[config.mk]
export PLATFORM = sky130hd
export DESIGN_NAME = camera_status_output_select
export DESIGN_NICKNAME = d
export VERILOG_FILES = /design/src/common/cam_status_pkg.sv /design/src/hw/camera_status_output_select.sv
export SDC_FILE = /design/constraint.sdc
export NUM_CORES = 1
export LEC_CHECK = 0
export ABC_AREA = 1
export BUFFER_PORTS_ARGS = -buffer_cell sky130_fd_sc_hd__buf_2
export CORE_UTILIZATION = 45
export CTS_BUF_LIST = sky130_fd_sc_hd__clkbuf_8 sky130_fd_sc_hd__clkbuf_16
export DETAILED_ROUTE_END_ITERATION = 6
export PLACE_DENSITY = 0.72
export SYNTH_ARGS = -nofsm -noshare
export SYNTH_HDL_FRONTEND = slang
export SYNTH_SLANG_ARGS = --single-unit
[constraint.sdc]
create_clock -name CLK_I -period 2 [get_ports CLK_I]
set_clock_uncertainty 0.1 [all_clocks]
set_input_delay 0.4 -clock CLK_I [delete_from_list [all_inputs] [get_ports CLK_I]]
set_output_delay 0.4 -clock CLK_I [all_outputs]
set_load 0.01 [all_outputs]
[src/common/cam_status_pkg.sv]
package cam_status_pkg;

    // axi4-lite register byte addresses
    localparam logic [7:0] CTRL_ADDR = 8'h00;
    localparam logic [7:0] ACQ_ADDR = 8'h04;
    localparam logic [7:0] STAT_ADDR = 8'h08;
    localparam logic [7:0] EVT_ADDR = 8'h0c;

    // ctrl register fields
    localparam int SEL_LSB = 0;
    localparam int SEL_W = 3;
    localparam int POL_BIT = 4;
    localparam int VIDEO_BIT = 5;
    localparam int SYNC_EN_BIT = 6;

    // acq register: frame count, zero means free run
    localparam int FRAMES_W = 16;

    // acq command write bits
    localparam int CMD_START_BIT = 16;
    localparam int CMD_HALT_BIT = 17;

    localparam logic [1:0] RESP_OKAY = 2'h0;
    localparam logic [1:0] RESP_SLVERR = 2'h2;

    typedef enum logic [2:0] {
        SRC_ACQ_PENDING = 3'h0,
        SRC_READOUT = 3'h1,
        SRC_SHUTTER = 3'h2,
        SRC_CLEANING = 3'h3,
        SRC_FT_SHIFT = 3'h4,
        SRC_LOGIC0 = 3'h5,
        SRC_LOGIC1 = 3'h6
    } src_sel_e;

    localparam logic [2:0] SEL_RESET = 3'h0;

    typedef struct packed {
        logic [31:0] addr;
        logic [31:0] data;
    } axi_word_s;

    typedef struct packed {
        logic clean;
        logic readout;
        logic shutter;
        logic ft_shift;
        logic exposure_start;
        logic frame_done;
    } cam_state_s;

endpackage

[src/hw/camera_status_output_select.sv]
// Contract
// - the status output shows exactly one software-selected camera state.
// - acq_pending_n is high from start through cleaning, low at first exposure.
// - in free run acq_pending_n stays low until software halts.
// - with a frame count it stays low until the last frame, then goes high.
// - readout_inactive is high when idle and low while readout runs.
// - readout_inactive is also low during every array cleaning.
// - shutter is low when closed and high while the shutter is active.
// - in gated mode shutter stays inactive during readout to inhibit a pulser.
// - cleaning is high only while an array clean cycle runs.
// - frame_transfer_shift_n is low during a shift, high otherwise.
// - selections 5 and 7 force the output to constant low, selection 6 to constant high.
// - sync events, not acquisition, are raised by edges on the trigger input of chosen sense.
// - composite video is enabled only when software selects it.
`timescale 1ns/1ps
`default_nettype none
module camera_status_output_select
    import cam_status_pkg::*;
(
    input wire logic CLK_I,
    input wire logic NRST_I,
    input wire logic [31:0] AWADDR_I,
    input wire logic AWVALID_I,
    output logic AWREADY_O,
    input wire logic [31:0] WDATA_I,
    input wire logic [3:0] WSTRB_I,
    input wire logic WVALID_I,
    output logic WREADY_O,
    output logic [1:0] BRESP_O,
    output logic BVALID_O,
    input wire logic BREADY_I,
    input wire logic [31:0] ARADDR_I,
    input wire logic ARVALID_I,
    output logic ARREADY_O,
    output logic [31:0] RDATA_O,
    output logic [1:0] RRESP_O,
    output logic RVALID_O,
    input wire logic RREADY_I,
    input wire logic CLEAN_ACTIVE_I,
    input wire logic READOUT_ACTIVE_I,
    input wire logic SHUTTER_OPEN_I,
    input wire logic FT_SHIFT_ACTIVE_I,
    input wire logic EXPOSURE_START_I,
    input wire logic FRAME_DONE_I,
    input wire logic GATED_MODE_I,
    input wire logic EXTERNAL_TRIGGER_INPUT_I,
    output logic SYNC_EVENT_O,
    output logic ACQ_RUN_O,
    output logic VIDEO_EN_O,
    output logic LOGIC_OUT_O
);

    typedef enum logic [2:0] {
        ACQ_IDLE = 3'b001,
        ACQ_CLEANING = 3'b010,
        ACQ_EXPOSING = 3'b100
    } acq_e;

    typedef struct packed {
        logic aw_have;
        logic w_have;
        axi_word_s aw;
        logic [31:0] wdata;
        logic [3:0] wstrb;
        logic bvalid;
        logic [1:0] bresp;
        logic rvalid;
        logic [31:0] rdata;
        logic [1:0] rresp;
        logic [SEL_W-1:0] sel;
        logic pol;
        logic video;
        logic sync_en;
        logic [FRAMES_W-1:0] frames;
        logic [FRAMES_W-1:0] remaining;
        acq_e acq;
        logic trig_prev;
        logic sync_pulse;
        logic logic_out;
        logic [1:0] evt;
    } state_s;

    state_s st_q;
    state_s st_d;

    logic acq_pending_n;
    logic readout_inactive;
    logic shutter;
    logic cleaning;
    logic frame_transfer_shift_n;
    logic status_mux;
    logic trig_level;
    logic [31:0] ctrl_word;
    logic [31:0] merged;
    logic wr_fire;
    logic start_cmd;
    logic halt_cmd;

    assign acq_pending_n = (st_q.acq != ACQ_EXPOSING);
    assign readout_inactive = ~(READOUT_ACTIVE_I | CLEAN_ACTIVE_I);
    assign shutter = SHUTTER_OPEN_I & ~(GATED_MODE_I & READOUT_ACTIVE_I);
    assign cleaning = CLEAN_ACTIVE_I;
    assign frame_transfer_shift_n = ~FT_SHIFT_ACTIVE_I;
    assign trig_level = EXTERNAL_TRIGGER_INPUT_I ^ st_q.pol;

    assign ctrl_word = {25'h0, st_q.sync_en, st_q.video, st_q.pol, 1'b0,
                        st_q.sel};

    always_comb begin
        case (st_q.sel)
            SRC_ACQ_PENDING: status_mux = acq_pending_n;
            SRC_READOUT: status_mux = readout_inactive;
            SRC_SHUTTER: status_mux = shutter;
            SRC_CLEANING: status_mux = cleaning;
            SRC_FT_SHIFT: status_mux = frame_transfer_shift_n;
            SRC_LOGIC0: status_mux = 1'b0;
            SRC_LOGIC1: status_mux = 1'b1;
            default: status_mux = 1'b0;
        endcase
    end

    always_comb begin
        st_d = st_q;
        st_d.sync_pulse = 1'b0;
        // raw level kept so a polarity rewrite cannot fake an edge
        st_d.trig_prev = EXTERNAL_TRIGGER_INPUT_I;
        st_d.logic_out = status_mux;
        start_cmd = 1'b0;
        halt_cmd = 1'b0;
        merged = 32'h0;

        if (AWVALID_I && !st_q.aw_have) begin
            st_d.aw_have = 1'b1;
            st_d.aw.addr = AWADDR_I;
        end
        if (WVALID_I && !st_q.w_have) begin
            st_d.w_have = 1'b1;
            st_d.wdata = WDATA_I;
            st_d.wstrb = WSTRB_I;
        end
        wr_fire = st_q.aw_have && st_q.w_have && !st_q.bvalid;
        if (wr_fire) begin
            st_d.aw_have = 1'b0;
            st_d.w_have = 1'b0;
            st_d.bvalid = 1'b1;
            st_d.bresp = RESP_OKAY;
            case (st_q.aw.addr[7:0])
                CTRL_ADDR: begin
                    if (st_q.wstrb[0]) begin
                        st_d.sel = st_q.wdata[SEL_LSB +: SEL_W];
                        st_d.pol = st_q.wdata[POL_BIT];
                        st_d.video = st_q.wdata[VIDEO_BIT];
                        st_d.sync_en = st_q.wdata[SYNC_EN_BIT];
                    end
                end
                ACQ_ADDR: begin
                    merged = {16'h0, st_q.frames};
                    if (st_q.wstrb[0]) merged[7:0] = st_q.wdata[7:0];
                    if (st_q.wstrb[1]) merged[15:8] = st_q.wdata[15:8];
                    st_d.frames = merged[FRAMES_W-1:0];
                    start_cmd = st_q.wstrb[2] && st_q.wdata[CMD_START_BIT];
                    halt_cmd = st_q.wstrb[2] && st_q.wdata[CMD_HALT_BIT];
                end
                STAT_ADDR, EVT_ADDR: ;
                default: st_d.bresp = RESP_SLVERR;
            endcase
        end
        if (st_q.bvalid && BREADY_I) begin
            st_d.bvalid = 1'b0;
        end

        if (ARVALID_I && !st_q.rvalid) begin
            st_d.rvalid = 1'b1;
            st_d.rresp = RESP_OKAY;
            case (ARADDR_I[7:0])
                CTRL_ADDR: st_d.rdata = ctrl_word;
                ACQ_ADDR: st_d.rdata = {16'h0, st_q.frames};
                STAT_ADDR: st_d.rdata = {25'h0, st_q.acq, frame_transfer_shift_n,
                                         cleaning, shutter, readout_inactive};
                EVT_ADDR: st_d.rdata = {30'h0, st_q.evt};
                default: begin
                    st_d.rdata = 32'h0;
                    st_d.rresp = RESP_SLVERR;
                end
            endcase
        end else if (st_q.rvalid && RREADY_I) begin
            st_d.rvalid = 1'b0;
        end

        if (st_q.sync_en && trig_level && !(st_q.trig_prev ^ st_q.pol)) begin
            st_d.sync_pulse = 1'b1;
            st_d.evt[0] = 1'b1;
        end

        case (st_q.acq)
            ACQ_IDLE: begin
                if (start_cmd) begin
                    st_d.acq = ACQ_CLEANING;
                    // count written with the start takes effect at once
                    st_d.remaining = st_d.frames;
                end
            end
            ACQ_CLEANING: begin
                if (halt_cmd) begin
                    st_d.acq = ACQ_IDLE;
                end else if (EXPOSURE_START_I) begin
                    st_d.acq = ACQ_EXPOSING;
                end
            end
            ACQ_EXPOSING: begin
                if (halt_cmd) begin
                    st_d.acq = ACQ_IDLE;
                end else if (FRAME_DONE_I && st_q.frames != '0) begin
                    st_d.remaining = st_q.remaining - 16'h1;
                    if (st_q.remaining <= 16'h1) begin
                        st_d.acq = ACQ_IDLE;
                        st_d.evt[1] = 1'b1;
                    end
                end
            end
            default: st_d.acq = ACQ_IDLE;
        endcase
    end

    always_ff @(posedge CLK_I or negedge NRST_I) begin
        if (!NRST_I) begin
            st_q <= '0;
            st_q.sel <= SEL_RESET;
            st_q.acq <= ACQ_IDLE;
        end else begin
            st_q <= st_d;
        end
    end

    assign AWREADY_O = ~st_q.aw_have;
    assign WREADY_O = ~st_q.w_have;
    assign BVALID_O = st_q.bvalid;
    assign BRESP_O = st_q.bresp;
    assign ARREADY_O = ~st_q.rvalid;
    assign RVALID_O = st_q.rvalid;
    assign RDATA_O = st_q.rdata;
    assign RRESP_O = st_q.rresp;
    assign SYNC_EVENT_O = st_q.sync_pulse;
    assign ACQ_RUN_O = (st_q.acq != ACQ_IDLE);
    assign VIDEO_EN_O = st_q.video;
    assign LOGIC_OUT_O = st_q.logic_out;

endmodule
`default_nettype wire

==> results_dict.tcl, run 1 <==
set metrics [dict create \
    total_power_mw 7.65 \
    grt_pass1_wl_um 19100 \
    crit_family "flip-flops" \
    dp_hpwl_um 8590 \
    synth.avg_cell_area_um2 7.63 \
    core_area_um2 11000 \
    worstSkewPairLatency_ns 0.35 \
    cts_tree "yes" \
    start_util 0.471 \
    async_flop_share 1.00 \
    ys_seq_area_frac 0.467 \
    grt_overflow 0 \
    ioPinCount 160 \
    seqPwrFrac 0.411 \
    worst_slack_ns 0.188 \
    crit_chain "nand3_2 -> buf_2" \
    io_buffers 78 \
    irDropWorstVdd_mv 1.04 \
    setup_viol 0 \
    final_common_cell "nand2_1" \
    fp-row-count 38 \
    diodes 0 \
    drv_slew 0 \
    root_buffer "clkbuf_16" \
    track_usage 0.209 \
    gp_congestion 0.886 \
    cp.required_ns 1.50 \
    p_sw_mw 3.11 \
    p_clk_frac 0.210 \
    clock-sinks 97 \
    cp_slowest_stage_delay_ns 0.61 \
    dp_slack_ns 0.192 \
    ys_top_cells_by_area "dfrtp_1 46%, nand2_1 14%, inv_1 5.6%" \
    tns_ns 0 \
    slowest_stage "dfstp_2" \
    grt_antenna_before_repair 0 \
    die_height_um 109 \
    synth.distinct_cells 35 \
    synth.top_cell.area_share 0.462 \
    post-route-min-period_ns 1.81 \
    yosys_most_used_dff "dfrtp_1" \
    remaining_drc_errors 0 \
    max_freq_mhz 552 \
    h-tree-depth 3 \
    maxCapViolCount 0 \
    critPathArrivalTime_ns 1.31 \
    final_cells 892 \
    synth-seq-cells 97 \
    path_buf_inv 1 \
    drive_gt1_frac 0.178 \
    outcome "completed" \
    drtIter0Drc 260 \
    p_int_mw 4.54 \
    critPathCaptureType "primary output" \
    worst_setup_path_start_kind "flip-flop" \
    ant_nets 0 \
    worstSetupPathType "reg2out" \
    routed_via_density 4.89 \
    swShare 0.406 \
    hold_path_class "in2reg" \
    syn2layout_area_growth_pct 12.7 \
    syn_inst 681 \
    clk_pin_slew_ns 0.07 \
    synth_edf_count 0 \
    post_drt_wl_per_cell_um 12.7 \
    dieWidth_um 109 \
    synth_area_um2 5200 \
    drt_wl_total_um 11300 \
    finalHoldViolCount 0 \
    yosys_warnings 0 \
    p_leak_nw 3.17 \
    synth_area_leader_cell "dfrtp_1" \
    vias 4361 \
    cp_max_fo 4 \
    grt_pass1_vias 4118 \
    dp_cells 875 \
    post_cts_buffers 0 \
    clockBufferDepth 2 \
    power.density_nw_per_um2 1310 \
    grt_max_degree 42 \
    numCtsBuffers 9 \
    mostFrequentLayoutCells "197 x nand2_1, 96 x dfrtp_1, 79 x inv_1, 77 x buf_2, 76 x nor2_1" \
    timing.hold.ws_ns 0.0710 \
    combinationalPowerShare 0.379 \
    rsz0062_at_grt "no" \
    dr.pass1.iters 4 \
    fin_crit_sh 0.906 \
    dieArea_um2 12000 \
    fin_nets 864 \
]
## power groups by stage
stage | registers [mW] | clock network [mW] | logic [mW]
3_5_place_dp | 3.17 | 0 | 2.90
3_3_place_gp | 3.13 | 0 | 2.80
2_1_floorplan | 3.06 | 0 | 2.29
6_report | 3.15 | 1.60 | 2.90
4_1_cts | 3.14 | 1.64 | 2.91
5_1_grt | 3.23 | 1.72 | 3.35
## cell usage after synthesis, types with 4 or more instances
cell type,instances
inv_2,6
clkbuf_1,7
o31ai_1,9
nor3_1,7
o21ai_0,14
dfrtp_1,96
inv_1,78
nor2_2,4
mux2_2,8
buf_4,38
xor2_1,4
a21oi_1,25
o21ai_1,16
and2_1,16
nor2_1,76
nand2_1,197
nand3_1,52
## timing repair
item	CTS	global route
hold buffers	1	0
endpoints found under the hold margin	28	0
resized for setup	0	0
## stage by stage
step / area (um^2) / util
detailed placement: 5570 / 0.505
floorplan: 5260 / -
global placement: 5570 / 0.505
finish: 5860 / 0.531
CTS: 5860 / 0.531
global route: 5860 / 0.531
## state kept, by name, indices dropped and copies added (netlist names)
name	flops
st_q	69
RDATA_O	16
VIDEO_EN_O	1
BRESP_O	1
RRESP_O	1
BVALID_O	1
SYNC_EVENT_O	1
RVALID_O	1
ctrl_word	5
LOGIC_OUT_O	1
## metal layers
layer,vias to the layer above,track usage,share of wire
li1,2204,-,-
met1,2026,0.284,0.48
met2,115,0.328,0.44
met3,16,0.0462,0.063
met4,0,0.0733,0.016
met5,-,0,0
## worst paths after layout
kind / depth (start not counted) / from / end / slack (ns)
hold reg to reg: 2 / RDATA_O[1]$_DFFE_PN0P_ / RDATA_O[1]$_DFFE_PN0P_ / 0.38
hold / removal: 1 / EXTERNAL_TRIGGER_INPUT_I / st_q[4]$_DFF_PN0_ / 0.07
max in group asynchronous: 3 / NRST_I / st_q[5]$_DFFE_PN1P_ / 0.76
setup / recovery: 2 / st_q[5]$_DFFE_PN1P_ / ACQ_RUN_O / 0.19
setup reg to reg: 9 / BVALID_O$_DFFE_PN0P_ / st_q[23]$_DFFE_PN0P_ / 0.19
min in group asynchronous: 2 / NRST_I / SYNC_EVENT_O$_DFF_PN0_ / 0.46
## layout make-up
cell class,count,area (um^2)
clock inverter,7,47.5
fill,1068,5170
sequential,97,2430
timing repair buffer,88,495
clock buffer,9,225
multi-input combinational,467,2170
inverter,84,315
tap,140,175
## logic make-up (layout without fill, tap and decap cells)
kind of cell | after synthesis | after routing | synth area share
flops | 97 | 97 | 0.467
simple gates | 366 | 366 | 0.301
fa+ha+maj | 2 | 2 | 0.00481
compound gates | 68 | 68 | 0.0729
buf+inv | 134 | 188 | 0.128
mux | 8 | 8 | 0.0173
xor+xnor | 5 | 5 | 0.00843
other cells | 1 | 18 | 0.000722
(Power assumes the default switching activity.)
==> run 2: changes to the inputs <==
CORE_UTILIZATION = 50   (was 45)
CTS_BUF_LIST = default   (was sky130_fd_sc_hd__clkbuf_8 sky130_fd_sc_hd__clkbuf_16)
PLACE_DENSITY = 0.78   (was 0.72)
==> run 2 against run 1 <==
Global-route usage increased by 1.1 points. Critical endpoint unchanged. Count of clock-buffer cells in the layout increased by 1. Combinational power hardly changed. Wire length shrank 0.17%. Register-to-register slack barely moved. Critical path depth unchanged. Hold slack worse by 0.014 ns. Clock power is 15% lower. Cell count shrank 0.78%.
==> results_dict.tcl, run 2 (synthesis results as in run 1) <==
set metrics [dict create \
    outcome "completed" \
    post_drt_wl_per_cell_um 12.8 \
    drtIter0Drc 257 \
    rsz0062_at_grt "no" \
    drt_wl_total_um 11300 \
    grt_max_degree 41 \
    clockBufferDepth 2 \
    cts_tree "yes" \
    dr.pass1.iters 5 \
    gr-usage-met3 0.0370 \
    swShare 0.418 \
    clk_pin_slew_ns 0.10 \
    finalHoldViolCount 0 \
    irDropWorstVdd_mv 0.856 \
    grt_antenna_before_repair 0 \
    track_usage 0.220 \
    h-tree-depth 3 \
    critPathCaptureType "primary output" \
    largest_reg_flops 69 \
    numCtsBuffers 9 \
    grt_use_met2 0.355 \
    critPathArrivalTime_ns 1.34 \
    fp-row-count 36 \
    io_buffers 78 \
    p_int_mw 4.32 \
    core_area_um2 9910 \
    worstSetupPathType "reg2out" \
    p_clk_frac 0.183 \
    tns_ns 0 \
    final_common_cell "nand2_1" \
    fin_crit_sh 0.921 \
    post-route-min-period_ns 1.84 \
    p_sw_mw 3.10 \
    ant_nets 0 \
    worst_setup_path_start_kind "flip-flop" \
    grt_overflow 0 \
    grt_pass1_vias 4102 \
    gp_congestion 0.928 \
    dp_hpwl_um 8400 \
    total_power_mw 7.42 \
    grt_pass1_wl_um 19100 \
    syn2layout_area_growth_pct 11.3 \
    vias 4351 \
    mostFrequentLayoutCells "197 x nand2_1, 96 x dfrtp_1, 78 x inv_1, 77 x buf_2, 76 x nor2_1" \
    post_cts_buffers 0 \
    hold_path_class "in2reg" \
    setup_viol 0 \
    dieArea_um2 10800 \
    start_util 0.524 \
    diodes 0 \
    largest_register "st_q" \
    p_leak_nw 3.13 \
    cp.required_ns 1.50 \
    clock-sinks 97 \
    root_buffer "clkbuf_8" \
    n_fill_cell 906 \
    seqPwrFrac 0.422 \
    cts_hold_buf 1 \
    grt_busiest_layer "met2" \
    max_freq_mhz 543 \
    worstSkewPairLatency_ns 0.37 \
    fin_nets 864 \
    die_height_um 104 \
    combinationalPowerShare 0.395 \
    remaining_drc_errors 0 \
    dieWidth_um 104 \
    drv_slew 0 \
    maxCapViolCount 0 \
    grt_use_met1 0.304 \
    ioPinCount 160 \
    ctsResizeCount 0 \
    drive_gt1_frac 0.180 \
    routed_via_density 4.92 \
    cp_max_fo 4 \
    power.density_nw_per_um2 1280 \
]
[run 2: cell count changes in the layout (fill, tap and decap cells not counted), sizes merged]
cell      before  now
bufinv         0    1
clkbuf         9   10
clkinv         3    1
clkinvlp       1    2
inv           87   86
[run 2: layer usage]
layer | vias up | routed length (um)
li1 | 2194 | -
met1 | 2016 | 5380
met2 | 131 | 5190
met3 | 10 | 599
met4 | 0 | 116
met5 | - | 0
[run 2: worst max-delay path, stage by stage (launching register included)]
cell and delay, ns:
dfstp_2 0.62, nand3_2 0.16, buf_2 0.19
[run 2: power by group through the flow]
stage                     Combinational, mW  Sequential (mW)  Clock, mW
after detailed placement               2.90             3.16          0
after CTS                              2.92             3.12       1.39
after global routing                   3.37             3.22       1.46
after floorplan                        2.29             3.06          0
after global placement                 2.81             3.13          0
final                                  2.93             3.13       1.36
[run 2: cell type report]
type	count	area (um^2)	area share
Sequential cell	97	2430	0.420
Multi-Input combinational cell	467	2170	0.375
Timing Repair Buffer	88	495	0.0856
Inverter	84	315	0.0545
Tap cell	133	166	0.0288
Clock buffer	10	138	0.0238
Clock inverter	6	73.8	0.0128
[run 2: worst paths after layout]
kind	slack (ns)	to	cells past startpoint	from
min in group asynchronous	0.43	ctrl_word[2]$_DFFE_PN0P_	2	NRST_I
worst min register to register	0.38	RDATA_O[14]$_DFFE_PN0P_	2	RDATA_O[14]$_DFFE_PN0P_
worst max-delay path	0.16	ACQ_RUN_O	2	st_q[5]$_DFFE_PN1P_
worst min-delay path	0.06	st_q[4]$_DFF_PN0_	1	EXTERNAL_TRIGGER_INPUT_I
worst max register to register	0.18	st_q[9]$_DFFE_PN0P_	9	st_q[153]$_DFFE_PN0P_
max in group asynchronous	0.77	st_q[5]$_DFFE_PN1P_	3	NRST_I
[run 2: stage by stage]
step	utilization	hold slack (ns)	cells	area, um^2	worst slack (ns)
global placement	0.562	0.273	868	5570	0.251
CTS	0.584	0.0412	885	5790	0.148
floorplan	-	0.00441	698	5260	0.470
global route	0.584	0.0502	885	5790	0.0324
detailed placement	0.562	0.283	868	5570	0.208
finish	0.584	0.0572	885	5790	0.158
==> run 3: changes to the inputs <==
clock period = 2.03 ns   (was 2 ns; I/O delays follow)
==> run 3 against run 2 <==
Combinational power barely moved. Core utilization up 0.19 points. Sequential power fell by 1%. Die area stayed put. Cell area is 0.32% higher. Hold slack worse by 0.0016 ns. Clock power up 4%. Register-to-register slack better by 0.06 ns. Sequential cell count unchanged. Largest cell class unchanged.
==> results_dict.tcl, run 3 (synthesis results as in run 1) <==
set metrics [dict create \
    largest_register "st_q" \
    power.density_nw_per_um2 1280 \
    dp_cells 869 \
    worstSkewPairLatency_ns 0.37 \
    rr_worst_depth 9 \
    cp_max_fo 4 \
    irDropWorstVdd_mv 0.821 \
    drv_slew 0 \
    min_path_cells 1 \
    placed_area_um2 5570 \
    ctsResizeCount 0 \
    start_util 0.524 \
    maxCapViolCount 0 \
    vias 4369 \
    grt_antenna_before_repair 0 \
    post-route-min-period_ns 1.84 \
    final_common_cell "nand2_1" \
    critPathArrivalTime_ns 1.34 \
    grt_pass1_wl_um 19400 \
    r2r-end "st_q[23]$_DFFE_PN0P_" \
    drt_wl_total_um 11200 \
    n_fill_cell 935 \
    register_area_um2 2430 \
    worst_setup_path_start_kind "flip-flop" \
    clockBufferDepth 2 \
    critPathCaptureType "primary output" \
    reg2reg_from "BVALID_O$_DFFE_PN0P_" \
    largest_reg_flops 69 \
    final_cells 886 \
    max_freq_mhz 542 \
    tns_ns 0 \
    drive_gt1_frac 0.181 \
    dieArea_um2 10800 \
    numCtsBuffers 9 \
    cp_slowest_stage_delay_ns 0.62 \
    ioPinCount 160 \
    outcome "completed" \
    syn2layout_area_growth_pct 11.7 \
    clock-sinks 97 \
    remaining_drc_errors 0 \
    routed_via_density 4.93 \
    finalHoldViolCount 0 \
    worstSetupPathType "reg2out" \
    root_buffer "clkbuf_8" \
    mostFrequentLayoutCells "197 x nand2_1, 96 x dfrtp_1, 78 x inv_1, 77 x buf_2, 76 x nor2_1" \
    fp-row-count 36 \
    h-tree-depth 3 \
    post_cts_buffers 0 \
    reg2reg_slack_ns 0.24 \
    hold_path_class "in2reg" \
    design_area_um2 5810 \
    slowest_stage "dfstp_2" \
    dr.pass1.iters 5 \
    rsz0062_at_grt "no" \
    dieWidth_um 104 \
    fin_crit_sh 0.908 \
    p_leak_nw 3.15 \
    io_buffers 78 \
    multi_input_area_um2 2170 \
    core_area_um2 9910 \
    diodes 0 \
    dp_hpwl_um 8490 \
    fin_nets 865 \
    cp.required_ns 1.52 \
    grt_overflow 0 \
    setup_viol 0 \
    hold_end "st_q[4]$_DFF_PN0_" \
    post_drt_wl_per_cell_um 12.7 \
    ant_nets 0 \
    hp-start "EXTERNAL_TRIGGER_INPUT_I" \
    grt_pass1_vias 4189 \
    track_usage 0.223 \
    die_height_um 104 \
    crit_chain "nand3_2 -> buf_2" \
    timing.hold.ws_ns 0.0556 \
    clk_pin_slew_ns 0.09 \
    gp_congestion 0.904 \
    cts_tree "yes" \
    grt_max_degree 39 \
    drtIter0Drc 253 \
]
==> run 3: cell count changes in the layout (fill, tap and decap cells not counted), sizes merged <==
cell,delta
clkbuf,-1
clkinvlp,-1
inv,+1
bufinv,+1
buf,+1
==> run 3: per-layer routing <==
metal,vias up,wire [um],track usage,share of wire
li1,2197,-,-,-
met1,2032,5260,0.296,0.47
met2,129,5230,0.377,0.47
met3,11,598,0.0401,0.053
met4,0,121,0.0612,0.011
met5,-,0,0,0
==> run 3: worst max-delay path by stage <==
stage	slack [ns]	endpoint	from	cells after the start
4_1_cts	0.18	ACQ_RUN_O	st_q[5]$_DFFE_PN1P_	2
3_3_place_gp	0.26	RDATA_O[0]$_DFFE_PN0P_	ARADDR_I[7]	8
6_report	0.19	ACQ_RUN_O	st_q[5]$_DFFE_PN1P_	2
5_1_grt	0.05	st_q[18]$_DFFE_PN0P_	st_q[8]$_DFFE_PN0P_	11
2_1_floorplan	0.50	st_q[16]$_DFFE_PN0P_	st_q[5]$_DFFE_PN1P_	9
3_5_place_dp	0.20	RDATA_O[2]$_DFFE_PN0P_	ARADDR_I[7]	8
==> run 3: timing repair <==
action                                  4_1_cts  5_1_grt
endpoints found under the setup margin        0        0
hold buffers                                  1        0
endpoints found under the hold margin        32        0
==> run 3: power breakdown <==
part | internal (mW) | total (mW) | switching [mW]
combinational | 1.03 | 2.92 | 1.88
sequential | 2.63 | 3.09 | 0.462
clock | 0.705 | 1.41 | 0.700
total | 4.36 | 7.41 | 3.05
==> run 3: final cells by class <==
| cell class | count | share of cell area |
|---|---|---|
| multi-input cells | 467 | 0.374 |
| well taps | 133 | 0.0287 |
| flip-flops and latches | 97 | 0.418 |
| clock inverters | 7 | 0.0170 |
| clock buffers | 9 | 0.0213 |
| repair buffers | 89 | 0.0866 |
| inverters | 84 | 0.0543 |
==> run 3: worst max-delay path: cells and delay by family, from the launching register on <==
| family | cells | cell delay [ns] |
|---|---|---|
| and+or+nand+nor | 1 | 0.16 |
| DFF | 1 | 0.62 |
| buffers and inverters | 1 | 0.19 |
==> run 3: stage by stage <==
stage          setup slack (ns)  power (mW)   util
2_1_floorplan             0.500        5.27      -
3_3_place_gp              0.262        5.88  0.562
3_5_place_dp              0.200        6.00  0.562
4_1_cts                   0.183        7.42  0.586
5_1_grt                  0.0531        8.06  0.586
6_report                  0.186        7.41  0.586
